**src/hw/sep_pkg.sv**
```systemverilog
// Constants, opcodes, status layout and timing for the serial EEPROM
// command and protection block.
// Assumes a 100 MHz system clock and the smaller, 1024-byte array.
package sep_pkg;

    // ------------------------------------------------------------------
    // Timing
    // ------------------------------------------------------------------
    localparam int CLK_PERIOD_NS = 10;
    localparam int NS_PER_MS = 1000000;
    localparam int T_WRITE_CYCLE_MS = 5;
    // Longest time, so the division rounds down
    localparam int WRITE_CYCLE_CLKS =
        T_WRITE_CYCLE_MS * NS_PER_MS / CLK_PERIOD_NS;

    // ------------------------------------------------------------------
    // Opcodes
    // ------------------------------------------------------------------
    localparam logic [7:0] OP_SET_WE = 8'h06;
    localparam logic [7:0] OP_CLR_WE = 8'h04;
    localparam logic [7:0] OP_RD_STATUS = 8'h05;
    localparam logic [7:0] OP_WR_STATUS = 8'h01;
    localparam logic [7:0] OP_RD_ARRAY = 8'h03;
    localparam logic [7:0] OP_WR_ARRAY = 8'h02;

    // ------------------------------------------------------------------
    // Status byte layout and reset values
    // ------------------------------------------------------------------
    localparam int ST_PEN_BIT = 7;
    localparam int ST_BP_HI_BIT = 3;
    localparam int ST_BP_LO_BIT = 2;
    localparam int ST_WEL_BIT = 1;
    localparam int ST_BUSY_BIT = 0;
    localparam logic [1:0] BP_RESET = 2'h0;
    localparam logic PEN_RESET = 1'h0;

    // ------------------------------------------------------------------
    // Array geometry and protection ranges
    // ------------------------------------------------------------------
    localparam int ADDR_W = 10;
    localparam int PAGE_IDX_W = 5;
    localparam logic [5:0] PAGE_BYTES = 6'h20;
    localparam logic [1:0] BP_NONE = 2'h0;
    localparam logic [1:0] BP_QUARTER = 2'h1;
    localparam logic [1:0] BP_HALF = 2'h2;
    localparam logic [ADDR_W-1:0] QUARTER_BASE = 10'h300;
    localparam logic [ADDR_W-1:0] HALF_BASE = 10'h200;

    // Transaction phases of the serial front end
    typedef enum logic [2:0] {
        PH_IDLE,
        PH_OPCODE,
        PH_ADDR,
        PH_DATA,
        PH_STAT_IN,
        PH_STAT_OUT,
        PH_CLOSE,
        PH_IGNORE
    } sep_phase_type;

    // True when the block-protect setting covers the address
    function automatic logic sep_is_protected(input logic [1:0] bp,
                                              input logic [ADDR_W-1:0] a);
        case (bp)
            BP_NONE: return 1'b0;
            BP_QUARTER: return a >= QUARTER_BASE;
            BP_HALF: return a >= HALF_BASE;
            default: return 1'b1;
        endcase
    endfunction

endpackage

```
**src/hw/sep_pbuf_if.sv**
```systemverilog
// Connection between the command logic and its page load buffer.
// Assumes both ends run on the same system clock.
`timescale 1ns/1ps
`default_nettype none
interface sep_pbuf_if;
    import sep_pkg::*;
    logic wr_en;
    logic [PAGE_IDX_W-1:0] wr_idx;
    logic [7:0] wr_data;
    logic [PAGE_IDX_W-1:0] rd_idx;
    logic [7:0] rd_data;

    modport ctrl (output wr_en, output wr_idx, output wr_data,
                  output rd_idx, input rd_data);
    modport store (input wr_en, input wr_idx, input wr_data,
                   input rd_idx, output rd_data);
endinterface
`default_nettype wire

```
**src/hw/sep_page_buf.sv**
```systemverilog
// Page load buffer: 32 bytes of flip-flops, one write and one read port.
// Assumes the writer and the reader never need the same cycle ordering.
`timescale 1ns/1ps
`default_nettype none
module sep_page_buf
    import sep_pkg::*;
(
    input wire logic clk_sys,
    input wire logic rst_b,
    sep_pbuf_if.store pb
);

    logic [7:0] mem_q [0:31];
    logic [7:0] mem_d [0:31];

    // ------------------------------------------------------------------
    // Storage
    // ------------------------------------------------------------------
    // Next contents: only the addressed byte changes
    always_comb begin
        mem_d = mem_q;
        if (pb.wr_en) begin
            mem_d[pb.wr_idx] = pb.wr_data;
        end
    end

    always_ff @(posedge clk_sys or negedge rst_b) begin
        if (!rst_b) begin
            for (int i = 0; i < 32; i++) begin
                mem_q[i] <= 8'h00;
            end
        end else begin
            mem_q <= mem_d;
        end
    end

    // Read is combinational; the caller registers it
    assign pb.rd_data = mem_q[pb.rd_idx];

endmodule // sep_page_buf
`default_nettype wire

```
**src/hw/sep_core.sv**
```systemverilog
// Serial command, status and write-protection logic of a small EEPROM.
// Assumes the serial pins come from an outside host and are sampled
// by clk_sys, which must be well above twice the serial clock rate.
`timescale 1ns/1ps
`default_nettype none
module sep_core
    import sep_pkg::*;
#(
    parameter int WRITE_CYCLES = WRITE_CYCLE_CLKS
)(
    input wire logic clk_sys,
    input wire logic rst_b,
    input wire logic chip_sel_b,
    input wire logic ser_clk,
    input wire logic ser_in,
    input wire logic pause_b,
    input wire logic wr_protect_b,
    output logic ser_out,
    output logic ser_out_oe,
    output logic busy,
    output logic prog_wr,
    output logic [ADDR_W-1:0] prog_addr,
    output logic [7:0] prog_data
);

    localparam logic [31:0] WC_LAST = 32'(WRITE_CYCLES - 1);

    // ------------------------------------------------------------------
    // Pin synchronisers
    // ------------------------------------------------------------------
    // Order: protect, pause, data in, clock, select
    logic [4:0] pin_meta_q;
    logic [4:0] pin_sync_q;
    logic sck_last_q;
    logic cs_last_q;

    always_ff @(posedge clk_sys or negedge rst_b) begin
        if (!rst_b) begin
            pin_meta_q <= 5'h1D;
            pin_sync_q <= 5'h1D;
            sck_last_q <= 1'b0;
            cs_last_q <= 1'b1;
        end else begin
            pin_meta_q <= {wr_protect_b, pause_b, ser_in, ser_clk,
                           chip_sel_b};
            pin_sync_q <= pin_meta_q;
            sck_last_q <= pin_sync_q[1];
            cs_last_q <= pin_sync_q[0];
        end
    end

    logic cs_s, sck_s, si_s, pause_s, wp_s;
    logic active, sck_rise, sck_fall, cs_rise;
    assign {wp_s, pause_s, si_s, sck_s, cs_s} = pin_sync_q;
    // Edges seen during a pause are dropped, so input changes are lost
    assign active = !cs_s && pause_s;
    assign sck_rise = active && sck_s && !sck_last_q;
    assign sck_fall = active && !sck_s && sck_last_q;
    assign cs_rise = cs_s && !cs_last_q;

    // ------------------------------------------------------------------
    // Page buffer
    // ------------------------------------------------------------------
    sep_pbuf_if pbuf ();

    sep_page_buf u_page_buf (
        .clk_sys (clk_sys),
        .rst_b (rst_b),
        .pb (pbuf.store)
    );

    // ------------------------------------------------------------------
    // Command and write-cycle state
    // ------------------------------------------------------------------
    sep_phase_type phase_q, phase_d;
    logic [2:0] bit_cnt_q, bit_cnt_d;
    logic [7:0] shift_q, shift_d;
    logic [7:0] op_q, op_d;
    logic addr_byte_q, addr_byte_d;
    logic [15:0] addr_q, addr_d;
    logic [PAGE_IDX_W-1:0] page_idx_q, page_idx_d;
    logic [5:0] data_bytes_q, data_bytes_d;
    logic [31:0] loaded_q, loaded_d;
    logic wr_ok_q, wr_ok_d;
    logic wp_low_seen_q, wp_low_seen_d;
    logic [7:0] out_shift_q, out_shift_d;
    logic so_q, so_d;
    logic wel_q, wel_d;
    logic [1:0] bp_q, bp_d;
    logic pen_q, pen_d;
    logic busy_q, busy_d;
    logic wc_status_q, wc_status_d;
    logic [7:0] pend_stat_q, pend_stat_d;
    logic [31:0] timer_q, timer_d;
    logic [5:0] sweep_q, sweep_d;
    logic prog_wr_q, prog_wr_d;
    logic [ADDR_W-1:0] prog_addr_q, prog_addr_d;
    logic [7:0] prog_data_q, prog_data_d;

    logic [7:0] status;
    logic [7:0] in_byte;
    logic [15:0] addr_next;
    logic stat_writable;

    // Unused bits 6..4 read as zero
    always_comb begin
        status = 8'h00;
        status[ST_PEN_BIT] = pen_q;
        status[ST_BP_HI_BIT] = bp_q[1];
        status[ST_BP_LO_BIT] = bp_q[0];
        status[ST_WEL_BIT] = wel_q;
        status[ST_BUSY_BIT] = busy_q;
    end

    assign in_byte = {shift_q[6:0], si_s};
    assign addr_next = {addr_q[14:0], si_s};
    // A protect pin that went low at any unpaused point in the frame counts
    assign stat_writable = wel_q && (!pen_q || !wp_low_seen_q);

    // Next-state logic for the serial front end and the write cycle
    always_comb begin
        phase_d = phase_q;
        bit_cnt_d = bit_cnt_q;
        shift_d = shift_q;
        op_d = op_q;
        addr_byte_d = addr_byte_q;
        addr_d = addr_q;
        page_idx_d = page_idx_q;
        data_bytes_d = data_bytes_q;
        loaded_d = loaded_q;
        wr_ok_d = wr_ok_q;
        wp_low_seen_d = wp_low_seen_q || (active && !wp_s);
        out_shift_d = out_shift_q;
        so_d = so_q;
        wel_d = wel_q;
        bp_d = bp_q;
        pen_d = pen_q;
        busy_d = busy_q;
        wc_status_d = wc_status_q;
        pend_stat_d = pend_stat_q;
        timer_d = timer_q;
        sweep_d = sweep_q;
        prog_wr_d = 1'b0;
        prog_addr_d = prog_addr_q;
        prog_data_d = prog_data_q;
        pbuf.wr_en = 1'b0;
        pbuf.wr_idx = page_idx_q;
        pbuf.wr_data = in_byte;
        pbuf.rd_idx = sweep_q[PAGE_IDX_W-1:0];

        // Serial front end
        if (cs_s) begin
            phase_d = PH_IDLE;
            if (cs_rise) begin
                // Closing edge: enable latch and write starts
                if (phase_q == PH_CLOSE && op_q == OP_SET_WE) begin
                    wel_d = 1'b1;
                end
                if (phase_q == PH_CLOSE && op_q == OP_WR_STATUS &&
                    stat_writable) begin
                    busy_d = 1'b1;
                    wc_status_d = 1'b1;
                    pend_stat_d = shift_q;
                    timer_d = 32'h0;
                end
                // Only whole data bytes into an open range start a write
                if (phase_q == PH_DATA && bit_cnt_q == 3'h0 &&
                    data_bytes_q != 6'h00 && wr_ok_q) begin
                    busy_d = 1'b1;
                    wc_status_d = 1'b0;
                    timer_d = 32'h0;
                    sweep_d = 6'h00;
                end
            end
        end else begin
            case (phase_q)
                PH_IDLE: begin
                    phase_d = PH_OPCODE;
                    bit_cnt_d = 3'h0;
                    wp_low_seen_d = !wp_s;
                end
                PH_OPCODE: begin
                    if (sck_rise) begin
                        shift_d = in_byte;
                        bit_cnt_d = bit_cnt_q + 3'h1;
                        if (bit_cnt_q == 3'h7) begin
                            op_d = in_byte;
                            phase_d = PH_IGNORE;
                            if (busy_q && in_byte != OP_RD_STATUS) begin
                                phase_d = PH_IGNORE;
                            end else begin
                                case (in_byte)
                                    OP_SET_WE: phase_d = PH_CLOSE;
                                    OP_CLR_WE: wel_d = 1'b0;
                                    OP_RD_STATUS: phase_d = PH_STAT_OUT;
                                    OP_WR_STATUS: phase_d = PH_STAT_IN;
                                    OP_WR_ARRAY: begin
                                        phase_d = PH_ADDR;
                                        addr_byte_d = 1'b0;
                                        data_bytes_d = 6'h00;
                                        loaded_d = 32'h0;
                                    end
                                    default: phase_d = PH_IGNORE;
                                endcase
                            end
                        end
                    end
                end
                PH_ADDR: begin
                    if (sck_rise) begin
                        addr_d = addr_next;
                        bit_cnt_d = bit_cnt_q + 3'h1;
                        if (bit_cnt_q == 3'h7) begin
                            addr_byte_d = 1'b1;
                            if (addr_byte_q) begin
                                phase_d = PH_DATA;
                                page_idx_d = addr_next[PAGE_IDX_W-1:0];
                                // Upper address bits are don't care
                                wr_ok_d = wel_q && !sep_is_protected(bp_q,
                                    addr_next[ADDR_W-1:0]);
                            end
                        end
                    end
                end
                PH_DATA: begin
                    if (sck_rise) begin
                        shift_d = in_byte;
                        bit_cnt_d = bit_cnt_q + 3'h1;
                        if (bit_cnt_q == 3'h7) begin
                            // Index wraps inside the page, page bits fixed
                            pbuf.wr_en = 1'b1;
                            loaded_d[page_idx_q] = 1'b1;
                            page_idx_d = page_idx_q + 5'h01;
                            if (data_bytes_q != PAGE_BYTES) begin
                                data_bytes_d = data_bytes_q + 6'h01;
                            end
                        end
                    end
                end
                PH_STAT_IN: begin
                    if (sck_rise) begin
                        shift_d = in_byte;
                        bit_cnt_d = bit_cnt_q + 3'h1;
                        if (bit_cnt_q == 3'h7) begin
                            phase_d = PH_CLOSE;
                        end
                    end
                end
                PH_STAT_OUT: begin
                    // Fresh status each byte so busy polling sees changes
                    if (sck_fall) begin
                        bit_cnt_d = bit_cnt_q + 3'h1;
                        if (bit_cnt_q == 3'h0) begin
                            so_d = status[7];
                            out_shift_d = {status[6:0], 1'b0};
                        end else begin
                            so_d = out_shift_q[7];
                            out_shift_d = {out_shift_q[6:0], 1'b0};
                        end
                    end
                end
                PH_CLOSE: begin
                    // Extra clocks after the command void it
                    if (sck_rise) begin
                        phase_d = PH_IGNORE;
                    end
                end
                default: phase_d = PH_IGNORE;
            endcase
        end

        // Internal write cycle: drain the page, then wait out the time
        if (busy_q) begin
            timer_d = timer_q + 32'h1;
            if (!wc_status_q && sweep_q != PAGE_BYTES) begin
                prog_wr_d = loaded_q[sweep_q[PAGE_IDX_W-1:0]];
                prog_addr_d = {addr_q[ADDR_W-1:PAGE_IDX_W],
                               sweep_q[PAGE_IDX_W-1:0]};
                prog_data_d = pbuf.rd_data;
                sweep_d = sweep_q + 6'h01;
            end
            if (timer_q == WC_LAST) begin
                busy_d = 1'b0;
                wel_d = 1'b0;
                if (wc_status_q) begin
                    pen_d = pend_stat_q[ST_PEN_BIT];
                    bp_d = {pend_stat_q[ST_BP_HI_BIT],
                            pend_stat_q[ST_BP_LO_BIT]};
                end
            end
        end
    end

    // Registers; power-up leaves the latch cleared
    always_ff @(posedge clk_sys or negedge rst_b) begin
        if (!rst_b) begin
            phase_q <= PH_IDLE;
            bit_cnt_q <= 3'h0;
            shift_q <= 8'h00;
            op_q <= 8'h00;
            addr_byte_q <= 1'b0;
            addr_q <= 16'h0000;
            page_idx_q <= 5'h00;
            data_bytes_q <= 6'h00;
            loaded_q <= 32'h0;
            wr_ok_q <= 1'b0;
            wp_low_seen_q <= 1'b0;
            out_shift_q <= 8'h00;
            so_q <= 1'b0;
            wel_q <= 1'b0;
            bp_q <= BP_RESET;
            pen_q <= PEN_RESET;
            busy_q <= 1'b0;
            wc_status_q <= 1'b0;
            pend_stat_q <= 8'h00;
            timer_q <= 32'h0;
            sweep_q <= 6'h00;
            prog_wr_q <= 1'b0;
            prog_addr_q <= '0;
            prog_data_q <= 8'h00;
        end else begin
            phase_q <= phase_d;
            bit_cnt_q <= bit_cnt_d;
            shift_q <= shift_d;
            op_q <= op_d;
            addr_byte_q <= addr_byte_d;
            addr_q <= addr_d;
            page_idx_q <= page_idx_d;
            data_bytes_q <= data_bytes_d;
            loaded_q <= loaded_d;
            wr_ok_q <= wr_ok_d;
            wp_low_seen_q <= wp_low_seen_d;
            out_shift_q <= out_shift_d;
            so_q <= so_d;
            wel_q <= wel_d;
            bp_q <= bp_d;
            pen_q <= pen_d;
            busy_q <= busy_d;
            wc_status_q <= wc_status_d;
            pend_stat_q <= pend_stat_d;
            timer_q <= timer_d;
            sweep_q <= sweep_d;
            prog_wr_q <= prog_wr_d;
            prog_addr_q <= prog_addr_d;
            prog_data_q <= prog_data_d;
        end
    end

    // ------------------------------------------------------------------
    // Outputs
    // ------------------------------------------------------------------
    // Driven only in the status read phase, never while paused
    assign ser_out_oe = active && phase_q == PH_STAT_OUT;
    assign ser_out = so_q;
    assign busy = busy_q;
    assign prog_wr = prog_wr_q;
    assign prog_addr = prog_addr_q;
    assign prog_data = prog_data_q;

endmodule // sep_core
`default_nettype wire

```
**config.mk**
```make
export PLATFORM = sky130hd
export DESIGN_NAME = sep_core
export DESIGN_NICKNAME = d
export VERILOG_FILES = /design/src/hw/sep_pkg.sv /design/src/hw/sep_pbuf_if.sv /design/src/hw/sep_page_buf.sv /design/src/hw/sep_core.sv
export SDC_FILE = /design/constraint.sdc
export NUM_CORES = 1
export LEC_CHECK = 0
export ABC_AREA = 1
export BUFFER_PORTS_ARGS = -buffer_cell sky130_fd_sc_hd__buf_2
export CAP_MARGIN = 25
export CELL_PAD_IN_SITES_DETAIL_PLACEMENT = 1
export CELL_PAD_IN_SITES_GLOBAL_PLACEMENT = 2
export CORE_MARGIN = 2
export CORE_UTILIZATION = 39
export CTS_BUF_LIST = sky130_fd_sc_hd__clkbuf_8
export CTS_CLUSTER_DIAMETER = 120
export DETAILED_ROUTE_END_ITERATION = 10
export GPL_ROUTABILITY_DRIVEN = 0
export PLACE_DENSITY_LB_ADDON = 0.1
export SYNTH_ARGS = -nofsm -noshare
export SYNTH_HDL_FRONTEND = slang
export SYNTH_SLANG_ARGS = --single-unit
```
**constraint.sdc**
```tcl
create_clock -name clk_sys -period 2.44 [get_ports clk_sys]
set_input_delay 0.122 -clock clk_sys [delete_from_list [all_inputs] [get_ports clk_sys]]
set_output_delay 0.122 -clock clk_sys [all_outputs]
set_load 0.01 [all_outputs]
```
# ---- Yosys cells after proc, flatten, opt, wreduce, memory -nomap -nowiden
# Cells that the tools add are included.
dict set report op_classes {
  addsub 5
  n_mul 0
  div 0
  order_cmp 8
  eq_ne 41
  shift 0
  muxes 97
  bitwise_logic 4
  n_reduce_logical 62
}
# operator n
set ops {}
lappend ops {{$mux 32} 11}
lappend ops {{$bwmux 256} 1}
lappend ops {{$mux 6} 12}
lappend ops {{$pmux 32 s2} 1}
lappend ops {{$bmux 8 s5} 1}
lappend ops {{$demux 8 s5} 1}
lappend ops {{$mux 1} 40}
lappend ops {{$mux 3} 12}
lappend ops {{$add 32x1->32 const B} 1}
lappend ops {{$eq 32x19->1 const B} 1}
lappend ops {{$eq 8x3->1 const B} 4}
lappend ops {{$mux 8} 4}
lappend ops {{$or 32x32->32} 1}
lappend ops {{$mux 5} 5}
lappend ops {{$ne 3x3->1 const B} 8}
lappend ops {{$reduce_and 3->1} 7}
lappend ops {{$ge 10x10->1 const B} 2}
lappend ops {{$logic_and 1x1->1} 20}
lappend ops {{$pmux 3 s6} 1}
lappend ops {{$reduce_and 9->1} 2}
lappend ops {{$eq 8x1->1 const B} 2}
lappend ops {{$ne 2x2->1 const B} 8}
lappend ops {{$reduce_and 8->1} 2}
lappend ops {{$add 6x1->6 const B} 2}
lappend ops {{39 further kinds} 68}
dict set report word_totals {
  register_bits 426
  latchBits 0
  ramBits 0
  mem_bits_ro 0
  in_bits 7
  word_cells 277
  mem_count 0
}

# ---- Logic depth before layout (Yosys ltp)
# Gate-level depths: netlist of the first run.
dict set report logic_depth {
  depth_word 10
  ltp_mapped 11
}

# ---- Cells and area by module
# From an unflattened synthesis of the first run, not the netlist that was laid out.
dict set report unflattened {
  cells_unflattened 2680
  area_unflattened_um2 20721.1
}
# module n_inst cells_per_inst area_each_um2 seq_area_each_um2
set by_module_without_submodules {}
lappend by_module_without_submodules {sep_page_buf 1 1491 11896.4 6406.1}
lappend by_module_without_submodules {sep_core 1 1189 8824.7 4115.2}

# ---- Worst setup path before layout of the first run
# Ideal clock, no wire load.
dict set report synth_path {
  kind {reg-to-reg}
  startpoint {register sweep_q[0]}
  endpoint {register prog_data_q[0], in the netlist prog_data[0]}
  setup_ns 0.069
  arrival_ns 2.111
  required_ns 2.371
  path_slack_ns 0.260
  stages_incl_launch_ff 11
  synth_period_minus_slack_ns 2.180
  path_cell_list {dfrtp_1 > inv_1 > clkbuf_1 > clkbuf_1 > ha_1 > nand4_1 > nand3_1 > clkbuf_1 > buf_1 > nand2_1 > nand3_1}
}
dict set report synth_between {
  elab_chain_cells 4
}
# element line
set synth_lines {}
lappend synth_lines {{from (decl)} sep_core.sv:95} ;# logic [5:0] sweep_q, sweep_d;
lappend synth_lines {{from (signal assigned)} sep_core.sv:342} ;# sweep_q <= sweep_d;
lappend synth_lines {{$not 5->6 (not written as such)} sep_page_buf.sv:38} ;# assign pb.rd_data = mem_q[pb.rd_idx];
lappend synth_lines {{$bmux 8 s5} sep_page_buf.sv:38}
lappend synth_lines {{$mux 8 (not written as such) (2 in a row)} sep_page_buf.sv:38}
lappend synth_lines {{to (signal assigned)} sep_core.sv:345} ;# prog_data_q <= prog_data_d;
lappend synth_lines {{to (decl)} sep_core.sv:98} ;# logic [7:0] prog_data_q, prog_data_d;
# Several ways; a longest one is shown, not always the timed one. The select of a mux whose other input is x is not followed.
# A chain may end at the register's enable or synchronous reset.

# ---- Final worst setup path of the first run
dict set report layout_path {
  startpoint {register bit_cnt_q[0]}
  endpoint {register u_page_buf.mem_q[27] (netlist bit)}
}
dict set report layout_between {
  elab_chain_cells 5
}
# element line
set layout_lines {}
lappend layout_lines {{from (decl)} sep_core.sv:76} ;# logic [2:0] bit_cnt_q, bit_cnt_d;
lappend layout_lines {{from (signal assigned)} sep_core.sv:323} ;# bit_cnt_q <= bit_cnt_d;
lappend layout_lines {{$eq 3x3->1} sep_core.sv:229} ;# if (bit_cnt_q == 3'h7) begin
lappend layout_lines {{$mux 1} sep_core.sv:229}
lappend layout_lines {{$mux 1} sep_core.sv:226} ;# if (sck_rise) begin
lappend layout_lines {{$mux 1} sep_core.sv:176} ;# case (phase_q)
lappend layout_lines {{$mux 1} sep_core.sv:152} ;# if (cs_s) begin
lappend layout_lines {{to (signal assigned)} sep_page_buf.sv:33} ;# mem_q <= mem_d;
lappend layout_lines {{to (decl)} sep_page_buf.sv:13} ;# logic [7:0] mem_q [0:31];
# Every way passes these cells.

==> results.yml, run 1 <==
run_status:
  status: "finished, final reports clean"
timing:
  relSlewSlack_pct: 49.6
  final.setup.tns_ns: 0
  fmax_mhz: 452
  worst_clock_skew_ns: 0.0275
  maxSlewViolCount: 0
  fin_crit_sh_pct: 90.6
  final_hold_viol_count: 0
  setup_violations: 0
  hold_ws_ns: 0.109
  fin_crit_ns: 2.21
  tightest_slew_ns: 0.753
  grt_setup_unrepaired: "no"
synth:
  synth_edf_count: 0
  synth.avg_cell_area_um2: 7.63
  syn_inst: 2771
  ys_seq_elements: 420
  ys_async_sr_fraction_pct: 100
  netlist_area_um2: 21100
  synth-seq-area-share_pct: 49.8
  postSynthNetCount: 2790
  synthDistinctLibCells: 43
  yosys_warnings: 0
  synth_ff_type: "dfrtp_1"
floorplanning:
  dieHeight_um: 237
  start_util_pct: 39.3
  fp-row-count: 85
  dieArea_um2: 56100
  die_w_um: 237
  core-area_um2: 53700
  ios: 29
run:
  cap_violations: 0
route:
  drcViolationCount: 0
  dr.pass1.iters: 4
  vias_per_cell: 5.27
  postRouteAntennaNets: 0
  drtIter0Drc: 1202
  wirelength_um: 73600
  post_drt_wl_per_cell_um: 20.5
  vias: 18900
worst_hold_path:
  hold_depth: 2
  hold_start: "wr_protect_b"
  min_path_type: "input pin to flip-flop"
  min_to: "pin_meta_q[4]"
power_and_ir_drop:
  net-switching-power_mw: 4.64
  p_clk_share_pct: 43.8
  ir_drop_mv: 0.350
  intPower_mw: 11.2
  combPwrFrac_pct: 10.6
  powerDensity_nw_per_um2: 664
  power.total_mw: 15.9
  switching_share_pct: 29.2
  pwr-share-seq_pct: 45.6
  p_leak_nw: 12.0
final_layout:
  seq_area_um2: 10500
  area_growth_pct: 13.1
  n_fill_cell: 6707
  fin_area_um2: 23900
  drive_gt1_share_pct: 9.18
  multi_input_area_um2: 8850
  nets: 2844
  post-route-util_pct: 44.5
worst_setup_path:
  cp_data_required_time_ns: 3.00
  worst-r2r-cell-count: 9
  r2r_start: "bit_cnt_q[0]"
  startpoint_type: "flip-flop"
  crit_type: "flip-flop to flip-flop"
  r2r_end: "u_page_buf.mem_q[27]"
  worst_ep_arrival_time_ns: 2.77
  r2r_slack_ns: 0.23
  crit_path_end_kind: "flip-flop"
  critPathMaxFanout: 16
clocking:
  clockBufferDepth: 3
  post_cts_resized: 0
  clkSinkCount: 420
  cts_tree: "done"
  h-tree-depth: 3
  numCtsBuffers: 80
  clk_latency_ns: 0.69
  clkTransAtPathRegs_ns: 0.06
  cts-root-buf: "clkbuf_8"
global_route:
  grt_antenna_before_repair: 1
  grt_pass1_wl_um: 116000
  grt_start_max_net_pins: 103
  grt_pass1_vias: 19700
  overflow: 0
  track_usage_pct: 26.9
placed_design:
  io_buffer_count: 28
  placed_area_um2: 22200
  dp_hpwl_um: 48500
registers in the layout, indices dropped and copies added, names as in the netlist, 6 cells and up:
name / cells
sweep_q: 6
prog_data: 8
out_shift_q: 7
addr_q: 10
timer_q: 32
shift_q: 8
data_bytes_q: 6
prog_addr: 10
u_page_buf.mem_q: 256
loaded_q: 32
op_q: 8
cell families (layout without fill, tap and decap cells):
| logic type | after synthesis | after routing | share of synthesized area (%) |
|---|---|---|---|
| DFF | 420 | 420 | 49.8 |
| buffers and inverters | 409 | 526 | 8.37 |
| adders and majority gates | 12 | 12 | 0.711 |
| AOI/OAI and AO/OA | 509 | 509 | 12.8 |
| other | 0 | 1 | 0 |
| xor gates and xnor gates | 6 | 6 | 0.249 |
| and+or+nand+nor | 1413 | 1413 | 28.0 |
| muxes | 2 | 2 | 0.101 |
cell usage after synthesis (all sizes together), types with 2 or more instances:
cell	instances	area [um2]
a21boi	3	22.5
a21oi	89	445
a31oi	4	25.0
buf	60	455
clkbuf	85	319
clkinv	3	11.3
dfrtp	411	10300
dfstp	9	236
ha	12	150
inv	261	982
nand2	860	3390
nand3	209	1050
nand3b	5	37.5
nand4	19	119
nor2	282	1100
nor3	31	166
nor3b	2	15.0
nor4	2	27.5
o211ai	43	323
o21a	9	67.6
o21ai	359	1800
xnor2	2	17.5
xor2	4	35.0
timing repair:
| action | 4_1_cts | 5_1_grt |
|---|---|---|
| endpoints found under the setup margin | 0 | 45 |
| buffers inserted | 0 | 2 |
| hold endpoints to repair | 416 | 0 |
| hold buffers | 8 | 0 |
layout by cell type (no fill, tap or decap), drive strengths merged, types with 2 or more instances in the layout:
| cell type | Yosys | layout |
|---|---|---|
| nand2 | 860 | 860 |
| dfrtp | 411 | 411 |
| o21ai | 359 | 359 |
| inv | 261 | 297 |
| nor2 | 282 | 282 |
| nand3 | 209 | 209 |
| buf | 60 | 110 |
| clkbuf | 85 | 101 |
| a21oi | 89 | 89 |
| o211ai | 43 | 43 |
| nor3 | 31 | 31 |
| nand4 | 19 | 19 |
| ha | 12 | 12 |
| o21a | 9 | 9 |
| dfstp | 9 | 9 |
| clkinv | 3 | 9 |
| dlygate4sd3 | 0 | 7 |
| nand3b | 5 | 5 |
| xor2 | 4 | 4 |
| a31oi | 4 | 4 |
| a21boi | 3 | 3 |
| nor3b | 2 | 2 |
| xnor2 | 2 | 2 |
| clkinvlp | 0 | 2 |
| nor4 | 2 | 2 |
worst max-delay path, stage by stage (launching register included):
cell and delay [ns]:
dfrtp_1 0.38, ha_1 0.17, ha_1 0.18, nand4_1 0.36
nor2_8 0.22, buf_12 0.18, buf_4 0.18, nand2_4 0.14
a21oi_1 0.21, inv_1 0.06
power by group through the flow:
stage / Clock, mW / Sequential, mW / Combinational [mW]
after global placement: 0 / 7.34 / 1.65
after floorplan: 0 / 7.31 / 0.877
after CTS: 7.17 / 7.23 / 1.71
after detailed placement: 0 / 7.36 / 1.69
after global routing: 7.48 / 7.25 / 1.89
final: 6.96 / 7.23 / 1.69
final cells by class:
class / count / share of cell area [%]
sequential: 420 / 44.1
multi-input combinational: 1942 / 37.0
inverter: 264 / 4.16
antenna: 1 / 0.0105
clock buffer: 101 / 5.82
clock inverter: 44 / 0.833
tap: 696 / 3.64
timing repair buffer: 117 / 4.44
through the flow:
step           instances  worst slack (ns)
2_1_floorplan       2771             0.260
3_3_place_gp        3429             0.223
3_5_place_dp        3429             0.122
4_1_cts             3582            0.0763
5_1_grt             3585           0.00524
6_report            3585             0.229
how the worst max path moves through the flow:
stage                        from                    end  slack [ns]  cells past startpoint
CTS                  bit_cnt_q[0]   u_page_buf.mem_q[27]        0.08                      8
detailed placement   bit_cnt_q[0]   u_page_buf.mem_q[27]        0.12                      8
global route        pin_sync_q[3]  u_page_buf.mem_q[229]       0.005                      7
finish               bit_cnt_q[0]   u_page_buf.mem_q[27]        0.23                      9
floorplan              sweep_q[0]           prog_data[0]        0.26                     10
global placement     bit_cnt_q[0]   u_page_buf.mem_q[30]        0.22                      8
metal layers:
metal	up-vias	part of all wire, %	global-route usage, %
li1	8992	-	-
met4	0	3.2	9.09
met3	125	4.0	4.56
met5	-	0	0
met1	9462	48	37.6
met2	322	45	42.4
No activity file was read; power rests on OpenSTA's default activity.
==> run 2: changes to the inputs <==
--- a/config.mk
+++ b/config.mk
@@ -19,4 +19,5 @@
 export PLACE_DENSITY_LB_ADDON = 0.1
 export SYNTH_ARGS = -nofsm -noshare
 export SYNTH_HDL_FRONTEND = slang
+export SYNTH_HIERARCHICAL = 1
 export SYNTH_SLANG_ARGS = --single-unit
==> results.yml, run 2 <==
power_and_ir_drop:
  intPower_mw: 11.6
  p_clk_share_pct: 44.2
  pwr-share-seq_pct: 44.6
  p_leak_nw: 10.8
  power.total_mw: 16.2
  powerDensity_nw_per_um2: 684
  switching_share_pct: 28.4
  combPwrFrac_pct: 11.1
  net-switching-power_mw: 4.60
  ir_drop_mv: 0.467
clocking:
  h-tree-depth: 3
  clockBufferDepth: 3
  cts_tree: "done"
  clkSinkCount: 420
  numCtsBuffers: 79
  clk_latency_ns: 0.67
  clkTransAtPathRegs_ns: 0.06
  cts-root-buf: "clkbuf_8"
worst_setup_path:
  cp_data_required_time_ns: 2.95
  crit_type: "flip-flop to flip-flop"
  r2r_end: "u_page_buf/mem_q[46]"
  worst_ep_arrival_time_ns: 2.77
  worst-r2r-cell-count: 12
  critPathMaxFanout: 16
  startpoint_type: "flip-flop"
  crit_path_end_kind: "flip-flop"
  r2r_start: "pin_sync_q[3]"
  r2r_slack_ns: 0.18
timing:
  worst_clock_skew_ns: 0.0290
  maxSlewViolCount: 0
  fin_crit_ns: 2.26
  final_hold_viol_count: 0
  relSlewSlack_pct: 50.6
  hold_ws_ns: 0.0890
  setup_slack_ns: 0.180
  fmax_mhz: 443
  tightest_slew_ns: 0.735
  fin_crit_sh_pct: 92.6
  setup_violations: 0
synth:
  synth_ff_type: "dfrtp_1"
  synth_area_leaders: "dfrtp_1 (50%), nand2_1 (18%), o21ai_0 (7.6%)"
  synthDistinctLibCells: 44
  ys_seq_elements: 420
  synth_top_area_share_pct: 49.6
  ys_top_cells_by_count: "nand2_1 (978), dfrtp_1 (411), o21ai_0 (313)"
  yosysMostFrequentCell: "nand2_1"
  ys_async_sr_fraction_pct: 100
  netlist_area_um2: 20700
  yosys_warnings: 6
  postSynthNetCount: 2699
  synth-seq-area-share_pct: 50.8
  synth_edf_count: 0
  yosysTopAreaCell: "dfrtp_1"
  synth.avg_cell_area_um2: 7.73
  syn_inst: 2680
floorplanning:
  fp-row-count: 84
  ios: 29
  dieArea_um2: 55000
  die_w_um: 235
  core-area_um2: 52600
  dieHeight_um: 235
  start_util_pct: 39.4
final_layout:
  final_cell_mix: "nand2_1 (964), dfrtp_1 (409), o21ai_0 (311)"
  layout_commonest_cell: "nand2_1"
  n_fill_cell: 6472
  nets: 2749
  area_growth_pct: 14.2
  regMostFlops: "u_page_buf/mem_q"
  drive_gt1_share_pct: 11.1
  largest_reg_flops: 256
  fin_cells: 3481
  reg.largest.list: "u_page_buf/mem_q: 256 flops, loaded_q: 32 flops, timer_q: 32 flops"
global_route:
  grt_start_max_net_pins: 102
  grt_pass1_vias: 19500
  grt_pass1_wl_um: 109000
  overflow: 0
  grt_antenna_before_repair: 0
  track_usage_pct: 25.2
route:
  post_drt_wl_per_cell_um: 19.2
  wirelength_um: 66800
  postRouteAntennaNets: 0
  dr.pass1.iters: 5
  vias_per_cell: 5.27
  drcViolationCount: 0
  drtIter0Drc: 996
  vias: 18400
run:
  cap_violations: 0
run_status:
  status: "finished, final reports clean"
placed_design:
  io_buffer_count: 28
  dp_hpwl_um: 43400
  post-place-ws_ns: -0.290
  placed_cells: 3330
worst_hold_path:
  min_path_type: "input pin to async pin"
-- run 2: cell types whose count changed after synthesis, moves of 14 or more --
cell / previous run / this run
o21ai_1: 20 / 57
nand3_1: 208 / 274
nand2_1: 839 / 978
nand2_4: 21 / 1
nor2_1: 278 / 129
o21ai_0: 339 / 313
o211ai_1: 43 / 4
a21oi_1: 89 / 75
inv_1: 260 / 137
-- run 2: area by class of cell --
| cell class | count | area, um2 | share of cell area [%] |
|---|---|---|---|
| tap | 688 | 861 | 3.64 |
| clock inverter | 33 | 163 | 0.687 |
| antenna | 1 | 2.50 | 0.0106 |
| timing repair buffer | 116 | 1070 | 4.50 |
| multi-input combinational | 1964 | 8970 | 37.9 |
| inverter | 149 | 568 | 2.40 |
| sequential | 420 | 10500 | 44.5 |
| clock buffer | 110 | 1510 | 6.40 |
-- run 2: repair_timing --
item	in CTS	in global routing
hold buffers	6	0
gates resized for setup	9	25
endpoints found under the hold margin	379	0
cloned	0	0
setup endpoints to repair	154	287
pin swaps	0	1
buffers inserted	0	1
-- run 2: cells by family after synthesis --
| family | count (synthesis) | share of synthesized area [%] |
|---|---|---|
| flops | 420 | 50.8 |
| mux | 10 | 0.543 |
| fa+ha+maj | 12 | 0.725 |
| xor+xnor | 4 | 0.169 |
| compound gates | 462 | 11.3 |
| buf+inv | 296 | 6.39 |
| simple gates | 1476 | 30.1 |
-- run 2: power by group through the flow --
| stage | sequential, mW | combinational (mW) | clock (mW) |
|---|---|---|---|
| final | 7.22 | 1.80 | 7.16 |
| after global routing | 7.24 | 2.01 | 7.76 |
| after CTS | 7.22 | 1.82 | 7.41 |
| after detailed placement | 7.35 | 1.80 | 0 |
| after global placement | 7.34 | 1.76 | 0 |
| after floorplan | 7.31 | 1.01 | 0 |
-- run 2: worst max-delay path by stage --
stage,startpoint,endpoint,slack (ns),cells after the start
after floorplan,phase_q[2],u_page_buf/mem_q[253],0.13,12
after global placement,pin_sync_q[3],u_page_buf/mem_q[162],-0.08,11
after detailed placement,pin_sync_q[3],u_page_buf/mem_q[226],-0.29,11
after CTS,pin_sync_q[3],u_page_buf/mem_q[107],-0.01,12
after global routing,pin_sync_q[3],u_page_buf/mem_q[183],-0.002,13
final,pin_sync_q[3],u_page_buf/mem_q[46],0.18,12
-- run 2: critical path, cell delays in order, from the launching register on --
cell and delay, ns:
dfstp_2 0.53, inv_1 0.06, nor2_4 0.10, nand3_2 0.11, inv_4 0.10, nand2_1 0.10, nor2_4 0.21, nand2_1 0.08
nor2_1 0.14, buf_6 0.20, nand2_2 0.24, nand2_1 0.14, o21ai_0 0.10
-- run 2: through the flow --
stage | cell area, um2 | setup TNS (ns) | utilization, %
4_1_cts | 23600 | -0.0208 | 44.8
5_1_grt | 23700 | -0.00244 | 45.0
2_1_floorplan | 20700 | 0 | -
6_report | 23700 | 0 | 45.0
3_3_place_gp | 21800 | -1.85 | 41.5
3_5_place_dp | 21800 | -14.19 | 41.5
-- run 2: per-layer routing --
metal	track usage (%)	routed length, um	vias up	part of all wire (%)
li1	-	-	8841	-
met1	34.2	32000	9201	48
met2	42.6	31900	231	48
met3	3.36	1940	84	2.9
met4	6.17	1040	0	1.6
met5	0	0	-	0
==> run 3: changes to the inputs <==
==> constraint.sdc (replaced) <==
create_clock -name clk_sys -period 2.44 [get_ports clk_sys]
set_input_delay 0.244 -clock clk_sys [delete_from_list [all_inputs] [get_ports clk_sys]]
set_output_delay 0.244 -clock clk_sys [all_outputs]
set_load 0.01 [all_outputs]
==> results.yml, run 3 (synthesized netlist as in run 2, its figures left out) <==
timing:
  final.setup.tns_ns: 0
  maxSlewViolCount: 0
  setup_violations: 0
  worst_clock_skew_ns: 0.0191
  hold_ws_ns: 0.110
  fmax_mhz: 440
  tightest_slew_ns: 0.728
  final_hold_viol_count: 0
  relSlewSlack_pct: 51.1
  fin_crit_ns: 2.27
  fin_crit_sh_pct: 93.0
  setup_slack_ns: 0.170
floorplanning:
  ios: 29
  start_util_pct: 39.4
  die_w_um: 235
  dieArea_um2: 55000
  core-area_um2: 52600
  dieHeight_um: 235
  fp-row-count: 84
clocking:
  cts-root-buf: "clkbuf_8"
  clkTransAtPathRegs_ns: 0.05
  clk_latency_ns: 0.67
  cts_tree: "done"
  clockBufferDepth: 3
  numCtsBuffers: 80
  clkSinkCount: 420
  h-tree-depth: 3
final_layout:
  antenna_cells: 0
  largest_reg_flops: 256
  fin_area_um2: 23500
  layout_commonest_cell: "nand2_1"
  area_growth_pct: 13.5
  drive_gt1_share_pct: 10.9
  regMostFlops: "u_page_buf/mem_q"
  nets: 2747
  post-route-util_pct: 44.8
  fin_cells: 3476
  reg.largest.list: "u_page_buf/mem_q: 256 flops, loaded_q: 32 flops, timer_q: 32 flops"
  final_cell_mix: "nand2_1 (963), dfrtp_1 (409), o21ai_0 (313)"
worst_setup_path:
  cp_data_required_time_ns: 3.03
  critPathMaxFanout: 8
  crit_type: "flip-flop to flip-flop"
  critPathLaunch: "pin_sync_q[3]"
  crit_path_end_kind: "flip-flop"
  worst-r2r-cell-count: 12
  worst_ep_arrival_time_ns: 2.86
  r2r_start: "pin_sync_q[3]"
  endpoint: "u_page_buf/mem_q[69]"
  r2r_slack_ns: 0.17
  r2r_end: "u_page_buf/mem_q[69]"
  startpoint_type: "flip-flop"
global_route:
  overflow: 0
  grt_antenna_before_repair: 0
  grt_start_max_net_pins: 97
  grt_pass1_wl_um: 107000
  track_usage_pct: 24.8
  grt_pass1_vias: 18900
run:
  cap_violations: 0
power_and_ir_drop:
  ir_drop_mv: 0.400
  power.total_mw: 16.0
  powerDensity_nw_per_um2: 681
  p_leak_nw: 10.7
placed_design:
  post-place-ws_ns: -0.237
  placed_area_um2: 21700
  placed_cells: 3325
  dp_hpwl_um: 42700
  io_buffer_count: 28
route:
  postRouteAntennaNets: 0
  drtIter0Drc: 1069
  wirelength_um: 66900
  post_drt_wl_per_cell_um: 19.2
  vias: 18300
  dr.pass1.iters: 5
  drcViolationCount: 0
  vias_per_cell: 5.25
worst_hold_path:
  min_path_type: "input pin to async pin"
run_status:
  status: "finished, final reports clean"
-- run 3: changes by cell type in the layout (fill, tap and decap cells not counted), moves of 2 or more --
cell,delta
buf_4,+2
o21ai_1,-2
nand2_2,+4
inv_1,+2
buf_12,-4
clkinvlp_4,+2
nand2_4,-3
clkbuf_8,-5
o21ai_0,+2
-- run 3: how the worst min path moves through the flow --
stage / to / depth (start not counted) / slack [ns] / from
after global placement: u_page_buf/mem_q[212] / 1 / 0.25 / rst_b
after global routing: u_page_buf/mem_q[212] / 2 / 0.13 / rst_b
after CTS: u_page_buf/mem_q[212] / 2 / 0.12 / rst_b
after detailed placement: u_page_buf/mem_q[212] / 1 / 0.25 / rst_b
after floorplan: addr_byte_q / 0 / -0.05 / rst_b
final: u_page_buf/mem_q[212] / 2 / 0.11 / rst_b
-- run 3: timing repair --
action                                  CTS  global route
pin swaps                                 0             2
gates resized for setup                   7            24
hold endpoints to repair                187             0
setup buffers                             0             2
cloned                                    0             1
hold buffers                              6             0
endpoints found under the setup margin  136           257
-- run 3: power by group --
group          internal, mW  switching (mW)
clock                  3.93            3.12
sequential             7.10           0.132
combinational         0.388            1.36
total                  11.4            4.61
-- run 3: cell type report --
cell class | count | area, um2
clock buffers | 105 | 1450
clock inverters | 37 | 181
fillers | 6434 | 29000
inverters | 149 | 568
multi-input cells | 1964 | 8950
flip-flops and latches | 420 | 10500
well taps | 688 | 861
repair buffers | 113 | 990
-- run 3: critical path, cell delays in order, from the launching register on --
cell and delay, ns:
dfstp_2 0.53, inv_1 0.06, nor2_4 0.10, nand3_2 0.11
inv_4 0.11, nand2_2 0.07, nor2_4 0.21, nand3_4 0.11
buf_6 0.16, nor4_4 0.34, buf_4 0.23, nor2_1 0.05
a21oi_1 0.11
-- run 3: per-layer routing --
metal  GRT usage, %  wire length, um
met1           33.9            31900
met2           41.4            31900
met3           3.75             1890
met4           6.23             1230
met5              0                0
